[src/logic/ssr_map.vh]
// Register map, field positions and reset values of the synchronous serial receiver.
// Assumes a 32-bit classic Wishbone slave with word-aligned byte addresses.
// Notes on behaviour
// RULE1: As master receiver the data pin driver is always switched off.
// RULE2: Reception starts when single-shot or continuous enable is set.
// RULE3: Single-shot makes one clock per bit, then hardware clears single-shot.
// RULE4: Continuous clocks until cleared; clearing mid-character stops clock, drops partial.
// RULE5: Both set: single-shot clears after first character, continuous carries on.
// RULE6: Data pin is sampled on the trailing clock edge into the shift register.
// RULE7: A full character sets the pending flag and moves into a two-deep FIFO.
// RULE8: Data register shows oldest low byte; pending stays while FIFO is non-empty.
// RULE9: In slave mode the clock comes from the pin and its driver is off.
// RULE10: Data changes on leading edge, valid at trailing edge, one bit per clock.
// RULE11: A peer master gives only as many clocks as the character has bits.
// RULE12: A third character with the FIFO full sets overrun and keeps the FIFO.
// RULE13: During overrun both characters stay readable, no new character is taken.
// RULE14: Single-shot overrun clears on data read; continuous by enable or port clear.
// RULE15: Ninth-bit mode shifts nine bits; ninth bit shows oldest character's top bit.
// RULE16: Software reads the ninth bit before the data register, which pops the FIFO.
// RULE17: Software sets divisor, select bits and enables before starting reception.
// RULE18: Pending flag sets regardless; interrupt only when the receive enable allows.
// RULE19: Without ninth-bit mode a character has eight bits; ninth bit meaningless.
`ifndef SSR_MAP_VH
`define SSR_MAP_VH

// ****************************************
// Register offsets
// ****************************************
`define SSR_OFS_CTRL 6'h00
`define SSR_OFS_STAT 6'h04
`define SSR_OFS_DATA 6'h08
`define SSR_OFS_BAUD 6'h0C
`define SSR_OFS_IRQ_STAT 6'h10
`define SSR_OFS_IRQ_EN 6'h14
`define SSR_OFS_IRQ_CLR 6'h18

// ****************************************
// Control fields
// ****************************************
`define SSR_CTRL_SERIAL_PORT_ENABLE 0
`define SSR_CTRL_SYNC 1
`define SSR_CTRL_MASTER 2
`define SSR_CTRL_SINGLE 3
`define SSR_CTRL_CONT 4
`define SSR_CTRL_NINE 5
`define SSR_CTRL_HISPEED 6
`define SSR_CTRL_WIDE 7

// ****************************************
// Status fields and interrupt bits
// ****************************************
`define SSR_STAT_NINTH 0
`define SSR_STAT_OVERRUN_ERROR_FLAG 1
`define SSR_STAT_PEND 2
`define SSR_STAT_CNT_LO 3
`define SSR_IRQ_RX 0
`define SSR_IRQ_OV 1

// ****************************************
// Reset values and widths
// ****************************************
`define SSR_CTRL_RST 8'h00
`define SSR_BAUD_RST 16'h0000
`define SSR_BITS_8 4'h8
`define SSR_BITS_9 4'h9
`define SSR_FIFO_FULL 2'h2

`endif

[src/logic/ssr_edge_sync.v]
// Two-flop synchroniser with rise and fall detection for one pin.
// Assumes an asynchronous pin and a single system clock.
`timescale 1ns/1ps
`default_nettype none
module ssr_edge_sync (
  // Clock and reset
  input wire clk,
  input wire reset,
  // Pin side
  input wire pin,
  // Synchronised level and edges
  output reg level,
  output wire rise,
  output wire fall
);
  reg meta_q;
  reg last_q;

  // ****************************************
  // Synchroniser
  // ****************************************
  // First flop feeds only the second
  always @(posedge clk) begin
    if (reset) begin
      meta_q <= 1'b0;
      level <= 1'b0;
      last_q <= 1'b0;
    end else begin
      meta_q <= pin;
      level <= meta_q;
      last_q <= level;
    end
  end

  // Edges seen on the settled level
  assign rise = level & ~last_q;
  assign fall = ~level & last_q;
endmodule // ssr_edge_sync
`default_nettype wire

[src/logic/ssr_receiver.v]
// Receive path of a synchronous serial port: master or slave clock, two-deep FIFO.
// Assumes a classic Wishbone master on clk and a peer device on the data and clock pins.
//
// Implementation choices: the Wishbone register port and the register addresses.
`timescale 1ns/1ps
`default_nettype none
`include "ssr_map.vh"
module ssr_receiver (
  // Clock and reset
  input wire clk,
  input wire reset,
  // Wishbone slave
  input wire wb_cyc_i,
  input wire wb_stb_i,
  input wire wb_we_i,
  input wire [5:0] wb_adr_i,
  input wire [3:0] wb_sel_i,
  input wire [31:0] wb_dat_i,
  output reg [31:0] wb_dat_o,
  output reg wb_ack_o,
  // Data pin
  input wire data_pin_i,
  output reg data_pin_o,
  output reg data_pin_oe,
  // Clock pin
  input wire clk_pin_i,
  output reg clk_pin_o,
  output reg clk_pin_oe,
  // Interrupt
  output reg irq
);
  // Phase states of the master clock generator
  localparam [1:0] ST_IDLE = 2'b00;
  localparam [1:0] ST_LOW = 2'b01;
  localparam [1:0] ST_HIGH = 2'b10;

  reg [7:0] ctrl_q;
  reg [15:0] baud_q;
  reg [1:0] irq_stat_q;
  reg [1:0] irq_en_q;
  reg [8:0] fifo_q [0:1];
  reg [1:0] cnt_q;
  reg overrun_error_flag_q;
  reg [8:0] shift_q;
  reg [3:0] nbits_q;
  reg [1:0] st_q;
  reg [17:0] div_q;
  reg clk_out_q;
  wire data_lvl;
  wire ck_lvl;
  wire ck_rise;
  wire ck_fall;

  // ****************************************
  // Pin synchronisers
  // ****************************************
  ssr_edge_sync u_data (
    .clk(clk),
    .reset(reset),
    .pin(data_pin_i),
    .level(data_lvl),
    .rise(),
    .fall()
  );

  ssr_edge_sync u_clk (
    .clk(clk),
    .reset(reset),
    .pin(clk_pin_i),
    .level(ck_lvl),
    .rise(ck_rise),
    .fall(ck_fall)
  );

  // ****************************************
  // Decoding helpers
  // ****************************************
  // Register hit for a given word offset
  function hit;
    input [5:0] adr;
    input [5:0] ofs;
    begin
      hit = (adr[5:2] == ofs[5:2]);
    end
  endfunction

  wire serial_port_enable = ctrl_q[`SSR_CTRL_SERIAL_PORT_ENABLE];
  wire sync_mode = ctrl_q[`SSR_CTRL_SYNC];
  wire master = ctrl_q[`SSR_CTRL_MASTER];
  wire single = ctrl_q[`SSR_CTRL_SINGLE];
  wire cont = ctrl_q[`SSR_CTRL_CONT];
  wire nine = ctrl_q[`SSR_CTRL_NINE];
  wire active = serial_port_enable & sync_mode;
  wire rx_on = active & (single | cont) & ~overrun_error_flag_q; // RULE2 RULE13
  wire [3:0] char_bits = nine ? `SSR_BITS_9 : `SSR_BITS_8; // RULE15 RULE19

  // Word selects shared by the write and pop paths
  wire sel_ctrl = hit(wb_adr_i, `SSR_OFS_CTRL);
  wire sel_data = hit(wb_adr_i, `SSR_OFS_DATA);
  wire sel_irq_en = hit(wb_adr_i, `SSR_OFS_IRQ_EN);
  wire sel_irq_clr = hit(wb_adr_i, `SSR_OFS_IRQ_CLR);

  // A request counts once: the ack cycle itself is not a new request
  wire bus_req = wb_cyc_i & wb_stb_i & ~wb_ack_o;
  wire wr = bus_req & wb_we_i & wb_sel_i[0];
  wire rd_data = bus_req & ~wb_we_i & sel_data;
  wire wr_ctrl = wr & sel_ctrl;

  // Divider reload: 4 x low baud byte + 4 by default; wide reloads the 16-bit baud + 1, high-speed the low byte + 1
  reg [17:0] half_period;
  always @* begin
    half_period = {8'h00, baud_q[7:0], 2'b00} + 18'h00004;
    if (ctrl_q[`SSR_CTRL_WIDE]) begin
      half_period = {2'b00, baud_q} + 18'h00001;
    end else if (ctrl_q[`SSR_CTRL_HISPEED]) begin
      half_period = {10'h000, baud_q[7:0]} + 18'h00001;
    end
  end

  // Trailing edge: own falling edge as master, pin falling edge as slave
  wire master_trail = (st_q == ST_HIGH) && (div_q == 18'h00000);
  wire trail = master ? master_trail : ck_fall; // RULE6 RULE9 RULE10
  wire sample = rx_on & trail;
  wire last_bit = sample && (nbits_q + 4'h1 == char_bits);
  wire [8:0] next_shift = nine ? {data_lvl, shift_q[8:1]} : {1'b0, data_lvl, shift_q[7:1]};
  wire full = (cnt_q == `SSR_FIFO_FULL);
  wire push = last_bit & ~full; // RULE7
  wire pop = rd_data & (cnt_q != 2'h0);
  wire ovr_set = last_bit & full; // RULE12
  // Continuous clear mid-character drops partial bits
  wire abort = ~rx_on | (wr_ctrl & ~wb_dat_i[`SSR_CTRL_CONT] & ~wb_dat_i[`SSR_CTRL_SINGLE]);

  // ****************************************
  // Control and baud registers
  // ****************************************
  // Hardware clear of single-shot beats a simultaneous software write of the same bit
  always @(posedge clk) begin
    if (reset) begin
      ctrl_q <= `SSR_CTRL_RST;
      baud_q <= `SSR_BAUD_RST;
    end else begin
      if (wr_ctrl) begin
        ctrl_q <= wb_dat_i[7:0];
      end
      if (wr & hit(wb_adr_i, `SSR_OFS_BAUD)) begin
        baud_q <= wb_dat_i[15:0];
      end
      if (last_bit & single) begin
        ctrl_q[`SSR_CTRL_SINGLE] <= 1'b0; // RULE3 RULE5
      end
    end
  end

  // ****************************************
  // Shift register and bit counter
  // ****************************************
  always @(posedge clk) begin
    if (reset) begin
      shift_q <= 9'h000;
      nbits_q <= 4'h0;
    end else if (abort) begin
      nbits_q <= 4'h0; // RULE4
    end else if (sample) begin
      shift_q <= next_shift; // RULE6
      nbits_q <= last_bit ? 4'h0 : nbits_q + 4'h1;
    end
  end

  // ****************************************
  // Receive FIFO and overrun
  // ****************************************
  // Slot writes: a pop moves slot 1 down, a push lands behind the last kept entry
  // A push never meets a full FIFO, so push with pop always targets slot 0
  wire [1:0] fifo_wr;
  wire [8:0] fifo_in [0:1];
  wire ovr_clr = overrun_error_flag_q && ((!cont && rd_data) || (wr_ctrl && !wb_dat_i[`SSR_CTRL_CONT] && cont)); // RULE14
  assign fifo_wr[0] = pop | (push & (cnt_q == 2'h0));
  assign fifo_wr[1] = push & ~pop & (cnt_q == 2'h1);
  assign fifo_in[0] = push ? next_shift : fifo_q[1];
  assign fifo_in[1] = next_shift;

  // Slots flush while the port enable is clear, as do the fill count and overrun flag
  genvar gs;
  generate
    for (gs = 0; gs < 2; gs = gs + 1) begin : g_slot
      always @(posedge clk) begin
        if (reset || !serial_port_enable) begin
          fifo_q[gs] <= 9'h000;
        end else if (fifo_wr[gs]) begin
          fifo_q[gs] <= fifo_in[gs]; // RULE7
        end
      end
    end
  endgenerate

  // Fill count and overrun; an overrun leaves both entries untouched
  always @(posedge clk) begin
    if (reset || !serial_port_enable) begin
      cnt_q <= 2'h0;
      overrun_error_flag_q <= 1'b0;
    end else begin
      cnt_q <= cnt_q + {1'b0, push} - {1'b0, pop};
      if (ovr_set) begin
        overrun_error_flag_q <= 1'b1; // RULE12
      end else if (ovr_clr) begin
        overrun_error_flag_q <= 1'b0; // RULE14
      end
    end
  end

  // ****************************************
  // Master clock generator
  // ****************************************
  // Clock idles low; leading edge is the rise, trailing the fall out of high
  // Sampling at the end of the high phase leaves the synchronised data settled
  always @(posedge clk) begin
    if (reset) begin
      st_q <= ST_IDLE;
      div_q <= 18'h00000;
      clk_out_q <= 1'b0;
    end else begin
      case (st_q)
        ST_IDLE: begin
          clk_out_q <= 1'b0;
          if (master && rx_on) begin
            st_q <= ST_HIGH;
            div_q <= half_period;
            clk_out_q <= 1'b1;
          end
        end
        ST_HIGH: begin
          if (!(master && rx_on) || abort) begin
            st_q <= ST_IDLE; // RULE4
            clk_out_q <= 1'b0;
          end else if (div_q == 18'h00000) begin
            st_q <= (last_bit && !cont) ? ST_IDLE : ST_LOW; // RULE3
            div_q <= half_period;
            clk_out_q <= 1'b0;
          end else begin
            div_q <= div_q - 18'h00001;
          end
        end
        ST_LOW: begin
          if (!(master && rx_on) || abort) begin
            st_q <= ST_IDLE;
          end else if (div_q == 18'h00000) begin
            st_q <= ST_HIGH;
            div_q <= half_period;
            clk_out_q <= 1'b1;
          end else begin
            div_q <= div_q - 18'h00001;
          end
        end
        default: begin
          st_q <= ST_IDLE;
        end
      endcase
    end
  end

  // ****************************************
  // Interrupt status
  // ****************************************
  // Sticky bits per event; set beats clear in the same cycle so no event is lost
  wire [1:0] irq_evt = {ovr_set, push};
  wire [1:0] irq_clr = (wr & sel_irq_clr) ? wb_dat_i[1:0] : 2'h0;
  genvar gi;
  generate
    for (gi = 0; gi < 2; gi = gi + 1) begin : g_irq
      always @(posedge clk) begin
        if (reset) begin
          irq_stat_q[gi] <= 1'b0;
        end else if (irq_evt[gi]) begin
          irq_stat_q[gi] <= 1'b1; // RULE18
        end else if (irq_clr[gi]) begin
          irq_stat_q[gi] <= 1'b0;
        end
      end
    end
  endgenerate

  // Enable register of the same layout
  always @(posedge clk) begin
    if (reset) begin
      irq_en_q <= 2'h0;
    end else if (wr & sel_irq_en) begin
      irq_en_q <= wb_dat_i[1:0];
    end
  end

  // ****************************************
  // Bus answer and pins
  // ****************************************
  // Read word for one offset; unmapped offsets read as zero
  function [31:0] read_word;
    input [5:0] adr;
    begin
      case ({adr[5:2], 2'b00})
        `SSR_OFS_CTRL: read_word = {24'h000000, ctrl_q};
        `SSR_OFS_STAT: read_word = {27'h0000000, cnt_q, cnt_q != 2'h0, overrun_error_flag_q, fifo_q[0][8]}; // RULE8 RULE15
        `SSR_OFS_DATA: read_word = {24'h000000, fifo_q[0][7:0]}; // RULE8
        `SSR_OFS_BAUD: read_word = {16'h0000, baud_q};
        `SSR_OFS_IRQ_STAT: read_word = {30'h00000000, irq_stat_q};
        `SSR_OFS_IRQ_EN: read_word = {30'h00000000, irq_en_q};
        default: read_word = 32'h00000000;
      endcase
    end
  endfunction

  // One-cycle ack latency; read data stands only in the ack cycle
  always @(posedge clk) begin
    if (reset) begin
      wb_ack_o <= 1'b0;
      wb_dat_o <= 32'h00000000;
      irq <= 1'b0;
    end else begin
      wb_ack_o <= bus_req;
      wb_dat_o <= 32'h00000000;
      if (bus_req && !wb_we_i) begin
        wb_dat_o <= read_word(wb_adr_i); // RULE8 RULE15
      end
      irq <= |(irq_stat_q & irq_en_q); // RULE18
    end
  end

  // ****************************************
  // Pin drivers
  // ****************************************
  // Data is never driven; the clock is gated so it never shows high while released
  always @(posedge clk) begin
    if (reset) begin
      data_pin_o <= 1'b0;
      data_pin_oe <= 1'b0;
      clk_pin_o <= 1'b0;
      clk_pin_oe <= 1'b0;
    end else begin
      data_pin_o <= 1'b0;
      data_pin_oe <= 1'b0; // RULE1
      clk_pin_o <= clk_out_q & active & master;
      clk_pin_oe <= active & master; // RULE9
    end
  end
endmodule // ssr_receiver
`default_nettype wire
[config.mk]
export PLATFORM = sky130hd
export DESIGN_NAME = ssr_receiver
export DESIGN_NICKNAME = d
export VERILOG_FILES = /design/src/logic/ssr_edge_sync.v /design/src/logic/ssr_receiver.v
export VERILOG_INCLUDE_DIRS = /design/src /design/src/logic
export SDC_FILE = /design/constraint.sdc
export NUM_CORES = 1
export LEC_CHECK = 0
export ABC_CLOCK_PERIOD_IN_PS = 3200
export BUFFER_PORTS_ARGS = -buffer_cell sky130_fd_sc_hd__buf_2
export CAP_MARGIN = 25
export CORE_ASPECT_RATIO = 0.6
export CORE_MARGIN = 2
export CORE_UTILIZATION = 40
export CTS_CLUSTER_SIZE = 25
export DETAILED_ROUTE_END_ITERATION = 7
export SETUP_SLACK_MARGIN = 0.3
export SYNTH_ARGS = -nofsm -noshare
export SYNTH_HDL_FRONTEND = slang
export SYNTH_SLANG_ARGS = --single-unit
[constraint.sdc]
create_clock -name clk -period 3.2 [get_ports clk]
set_clock_uncertainty 0.1 [all_clocks]
set_input_delay 0.48 -clock clk [delete_from_list [all_inputs] [get_ports clk]]
set_output_delay 0.48 -clock clk [all_outputs]
set_load 0.02 [all_outputs]
==> results.py <==
metrics = {
    "global_routing": {
        "grt_max_degree": 34,
        "grt_pass1_vias": 4174,
        "antenna_found_initial": 0,
        "grt_overflow": 0,
        "grt_pass1_wl_um": 23000,
        "grt_usage_pct": 19.8,
    },
    "power": {
        "power.leakage_uw": 0.00246,
        "ir_drop_v": 0.000226,
        "p_per_area_nw_per_um2": 424,
    },
    "timing": {
        "hold_viol_final": 0,
        "drv_slew": 0,
        "tightest_slew_ps": 901,
        "fmax_mhz": 365,
        "period_share_pct": 85.7,
        "rsz0062_at_grt": "no",
        "maxSlewHeadroom_pct": 39.7,
        "finalHoldWorstSlack_ps": 230,
        "period_minus_slack_ps": 2740,
        "finalSetupViolCount": 0,
        "tns_ps": 0,
    },
    "critical_path": {
        "critPathLaunchType": "flop",
        "crit_type": "reg2reg",
        "path_max_fanout": 7,
        "critPathCaptureType": "flop",
        "cp.required_ps": 3350,
        "crit_arrival_ps": 2890,
    },
    "synthesis": {
        "synth-main-ff-cell": "dfxtp_1",
        "ys_top_cells_by_area": "dfxtp_1, edfxtp_1, mux2i_1",
        "synth_top_cell_by_area": "dfxtp_1",
        "yosysSeqAreaShare_pct": 41.3,
        "synth_seq_cells": 107,
        "synth_cell_types": 75,
        "synth-compound-area-share_pct": 13.3,
        "synth_edf_count": 18,
        "synth_xor_area_share_pct": 2.49,
        "yosysWarnings": 0,
        "synth-adder-area-share_pct": 2.22,
        "syn_inst": 622,
        "synth_top_cell_area_share_pct": 31.7,
        "synthSimpleGateAreaFrac_pct": 24.1,
        "ys_async_sr_fraction_pct": 0,
        "ys_top_cells_by_count": "dfxtp_1, nor2_1, mux2i_1",
        "synth_top_family_by_area": "simple AND/OR/NAND/NOR gates",
        "synth.avg_cell_area_um2": 9.04,
        "synthMuxAreaShare_pct": 10.3,
        "synth.most_common_cell": "dfxtp_1",
        "syn_area_um2": 5630,
    },
    "hold_path": {
        "holdCritPathClass": "in2reg",
    },
    "drt": {
        "drc_errors": 0,
        "drt.antenna.violating_nets": 0,
        "drt-total-wl_um": 14400,
        "drt_iter0_markers": 484,
        "via_per_inst": 5.53,
        "wire_per_inst_um": 16.8,
        "drt_pass1_iterations": 5,
        "vias": 4748,
    },
    "cts": {
        "cts_buffers": 9,
        "cts_buffer_depth": 2,
        "cts_tree": "built",
        "insertion_delay_ps": 360,
        "cts.sinks": 107,
        "cts-root-buf": "clkbuf_16",
        "cts_max_level": 3,
        "clkSlewWorstSetupHoldPaths_ps": 90,
    },
    "final_layout": {
        "num-fill-cells": 1337,
        "layout-drive-gt1-share_pct": 16.5,
        "stdcell_area_um2": 6340,
        "nets": 720,
        "num_antenna_cells": 0,
        "synthToLayoutAreaGrowth_pct": 12.7,
        "finish.utilization_pct": 46.3,
    },
    "floorplanning": {
        "start_util_pct": 41.0,
        "core.rowCount": 33,
        "dieWidth_um": 157,
        "fp.dieH_um": 95.9,
        "dieArea_um2": 15100,
        "io_pins": 87,
        "core-area_um2": 13700,
    },
    "placed_design": {
        "dpl_cell_area_um2": 6000,
        "numPortBuffers": 47,
        "hpwlAfterDp_um": 10800,
        "place.gp.congestion": 0.858,
    },
    "outcome": {
        "status": "finished, final reports clean",
    },
    "job": {
        "cap_violations": 0,
    },
}
## cell usage in the layout (no fill, tap or decap), types with 6 or more instances in the layout
| cell | synthesis | routed |
|---|---|---|
| dfxtp_1 | 89 | 89 |
| nor2_1 | 87 | 87 |
| nand2_1 | 35 | 35 |
| buf_4 | 19 | 18 |
| o211ai_1 | 6 | 6 |
| nand3_1 | 19 | 19 |
| clkbuf_16 | 0 | 9 |
| nor2b_1 | 12 | 12 |
| buf_2 | 10 | 47 |
| and2_1 | 22 | 22 |
| nor3_1 | 21 | 21 |
| mux2i_1 | 42 | 42 |
| conb_1 | 1 | 18 |
| ha_1 | 10 | 10 |
| mux2_2 | 6 | 6 |
| a211oi_1 | 8 | 7 |
| nand4_1 | 11 | 11 |
| o21ai_0 | 24 | 24 |
| edfxtp_1 | 18 | 18 |
| a21oi_1 | 28 | 28 |
| and3_1 | 6 | 6 |
| inv_1 | 12 | 12 |
| a22oi_1 | 6 | 6 |
| a31oi_1 | 8 | 8 |
| xor2_1 | 11 | 11 |
## metrics by stage
step / setup slack [ps] / power (uW) / instances
6_report: 457 / 2690 / 858
4_1_cts: 474 / 2710 / 857
3_3_place_gp: 394 / 1490 / 841
5_1_grt: 303 / 2790 / 858
3_5_place_dp: 345 / 1490 / 841
2_1_floorplan: 525 / 1470 / 639
## logic make-up after synthesis
logic type	after synthesis
other	1
AOI/OAI and AO/OA	114
and+or+nand+nor	254
DFF	107
buffers and inverters	68
xor gates and xnor gates	16
adders and majority gates	10
muxes	52
## final cells by class
| cell class | instances | area [um^2] | area share [%] |
|---|---|---|---|
| clock buffer | 9 | 225 | 3.55 |
| clock inverter | 7 | 113 | 1.78 |
| timing repair buffer | 65 | 370 | 5.84 |
| multi-input combinational | 464 | 3020 | 47.6 |
| sequential | 107 | 2320 | 36.6 |
| tap | 192 | 240 | 3.79 |
| inverter | 14 | 52.6 | 0.829 |
## worst max-delay path: stages (launching register included)
cell and delay, ps:
dfxtp_1 340, inv_1 100, ha_1 320, or4b_1 510, nor2b_2 170, a31oi_2 220, or4b_1 650, a32o_1 230
## path summary, 6_finish.rpt
| kind | from | endpoint | slack (ps) | depth (start not counted) |
|---|---|---|---|---|
| worst min-delay path | data_pin_i | u_data.meta_q | 230 | 2 |
| worst max register to register | div_q[1] | div_q[8] | 460 | 7 |
| worst max-delay path | div_q[1] | div_q[8] | 460 | 7 |
| worst min register to register | wb_ack_o | wb_ack_o | 330 | 1 |
## what timing repair did
action,in CTS,in global routing
hold buffers,0,0
setup buffers,0,1
gates resized for setup,0,0
setup endpoints to repair,0,1
## per-layer routing
metal | vias to the layer above | wire, um | global-route usage (%)
li1 | 2267 | - | -
met1 | 2261 | 7840 | 32.3
met5 | - | 0 | 0
met2 | 210 | 5490 | 25.9
met4 | 0 | 87 | 3.48
met3 | 10 | 993 | 4.28
## registers in the layout, summed over array words and instances, names as in the netlist, 2 cells and up
register	flops
irq_stat_q	2
baud_q	16
ctrl_q	8
nbits_q	4
shift_q	8
wb_dat_o	16
div_q	18
irq_en_q	2
cnt_q	2
st_q	2
fifo_q	18
## report_power, final
part	internal (uW)	leakage (uW)	switching [uW]
Clock	645	0.000164	584
Combinational	27.2	0.00136	64.8
Sequential	1370	0.000940	3.13
Total	2040	0.00246	652
Power figures use the tool's default switching activity.
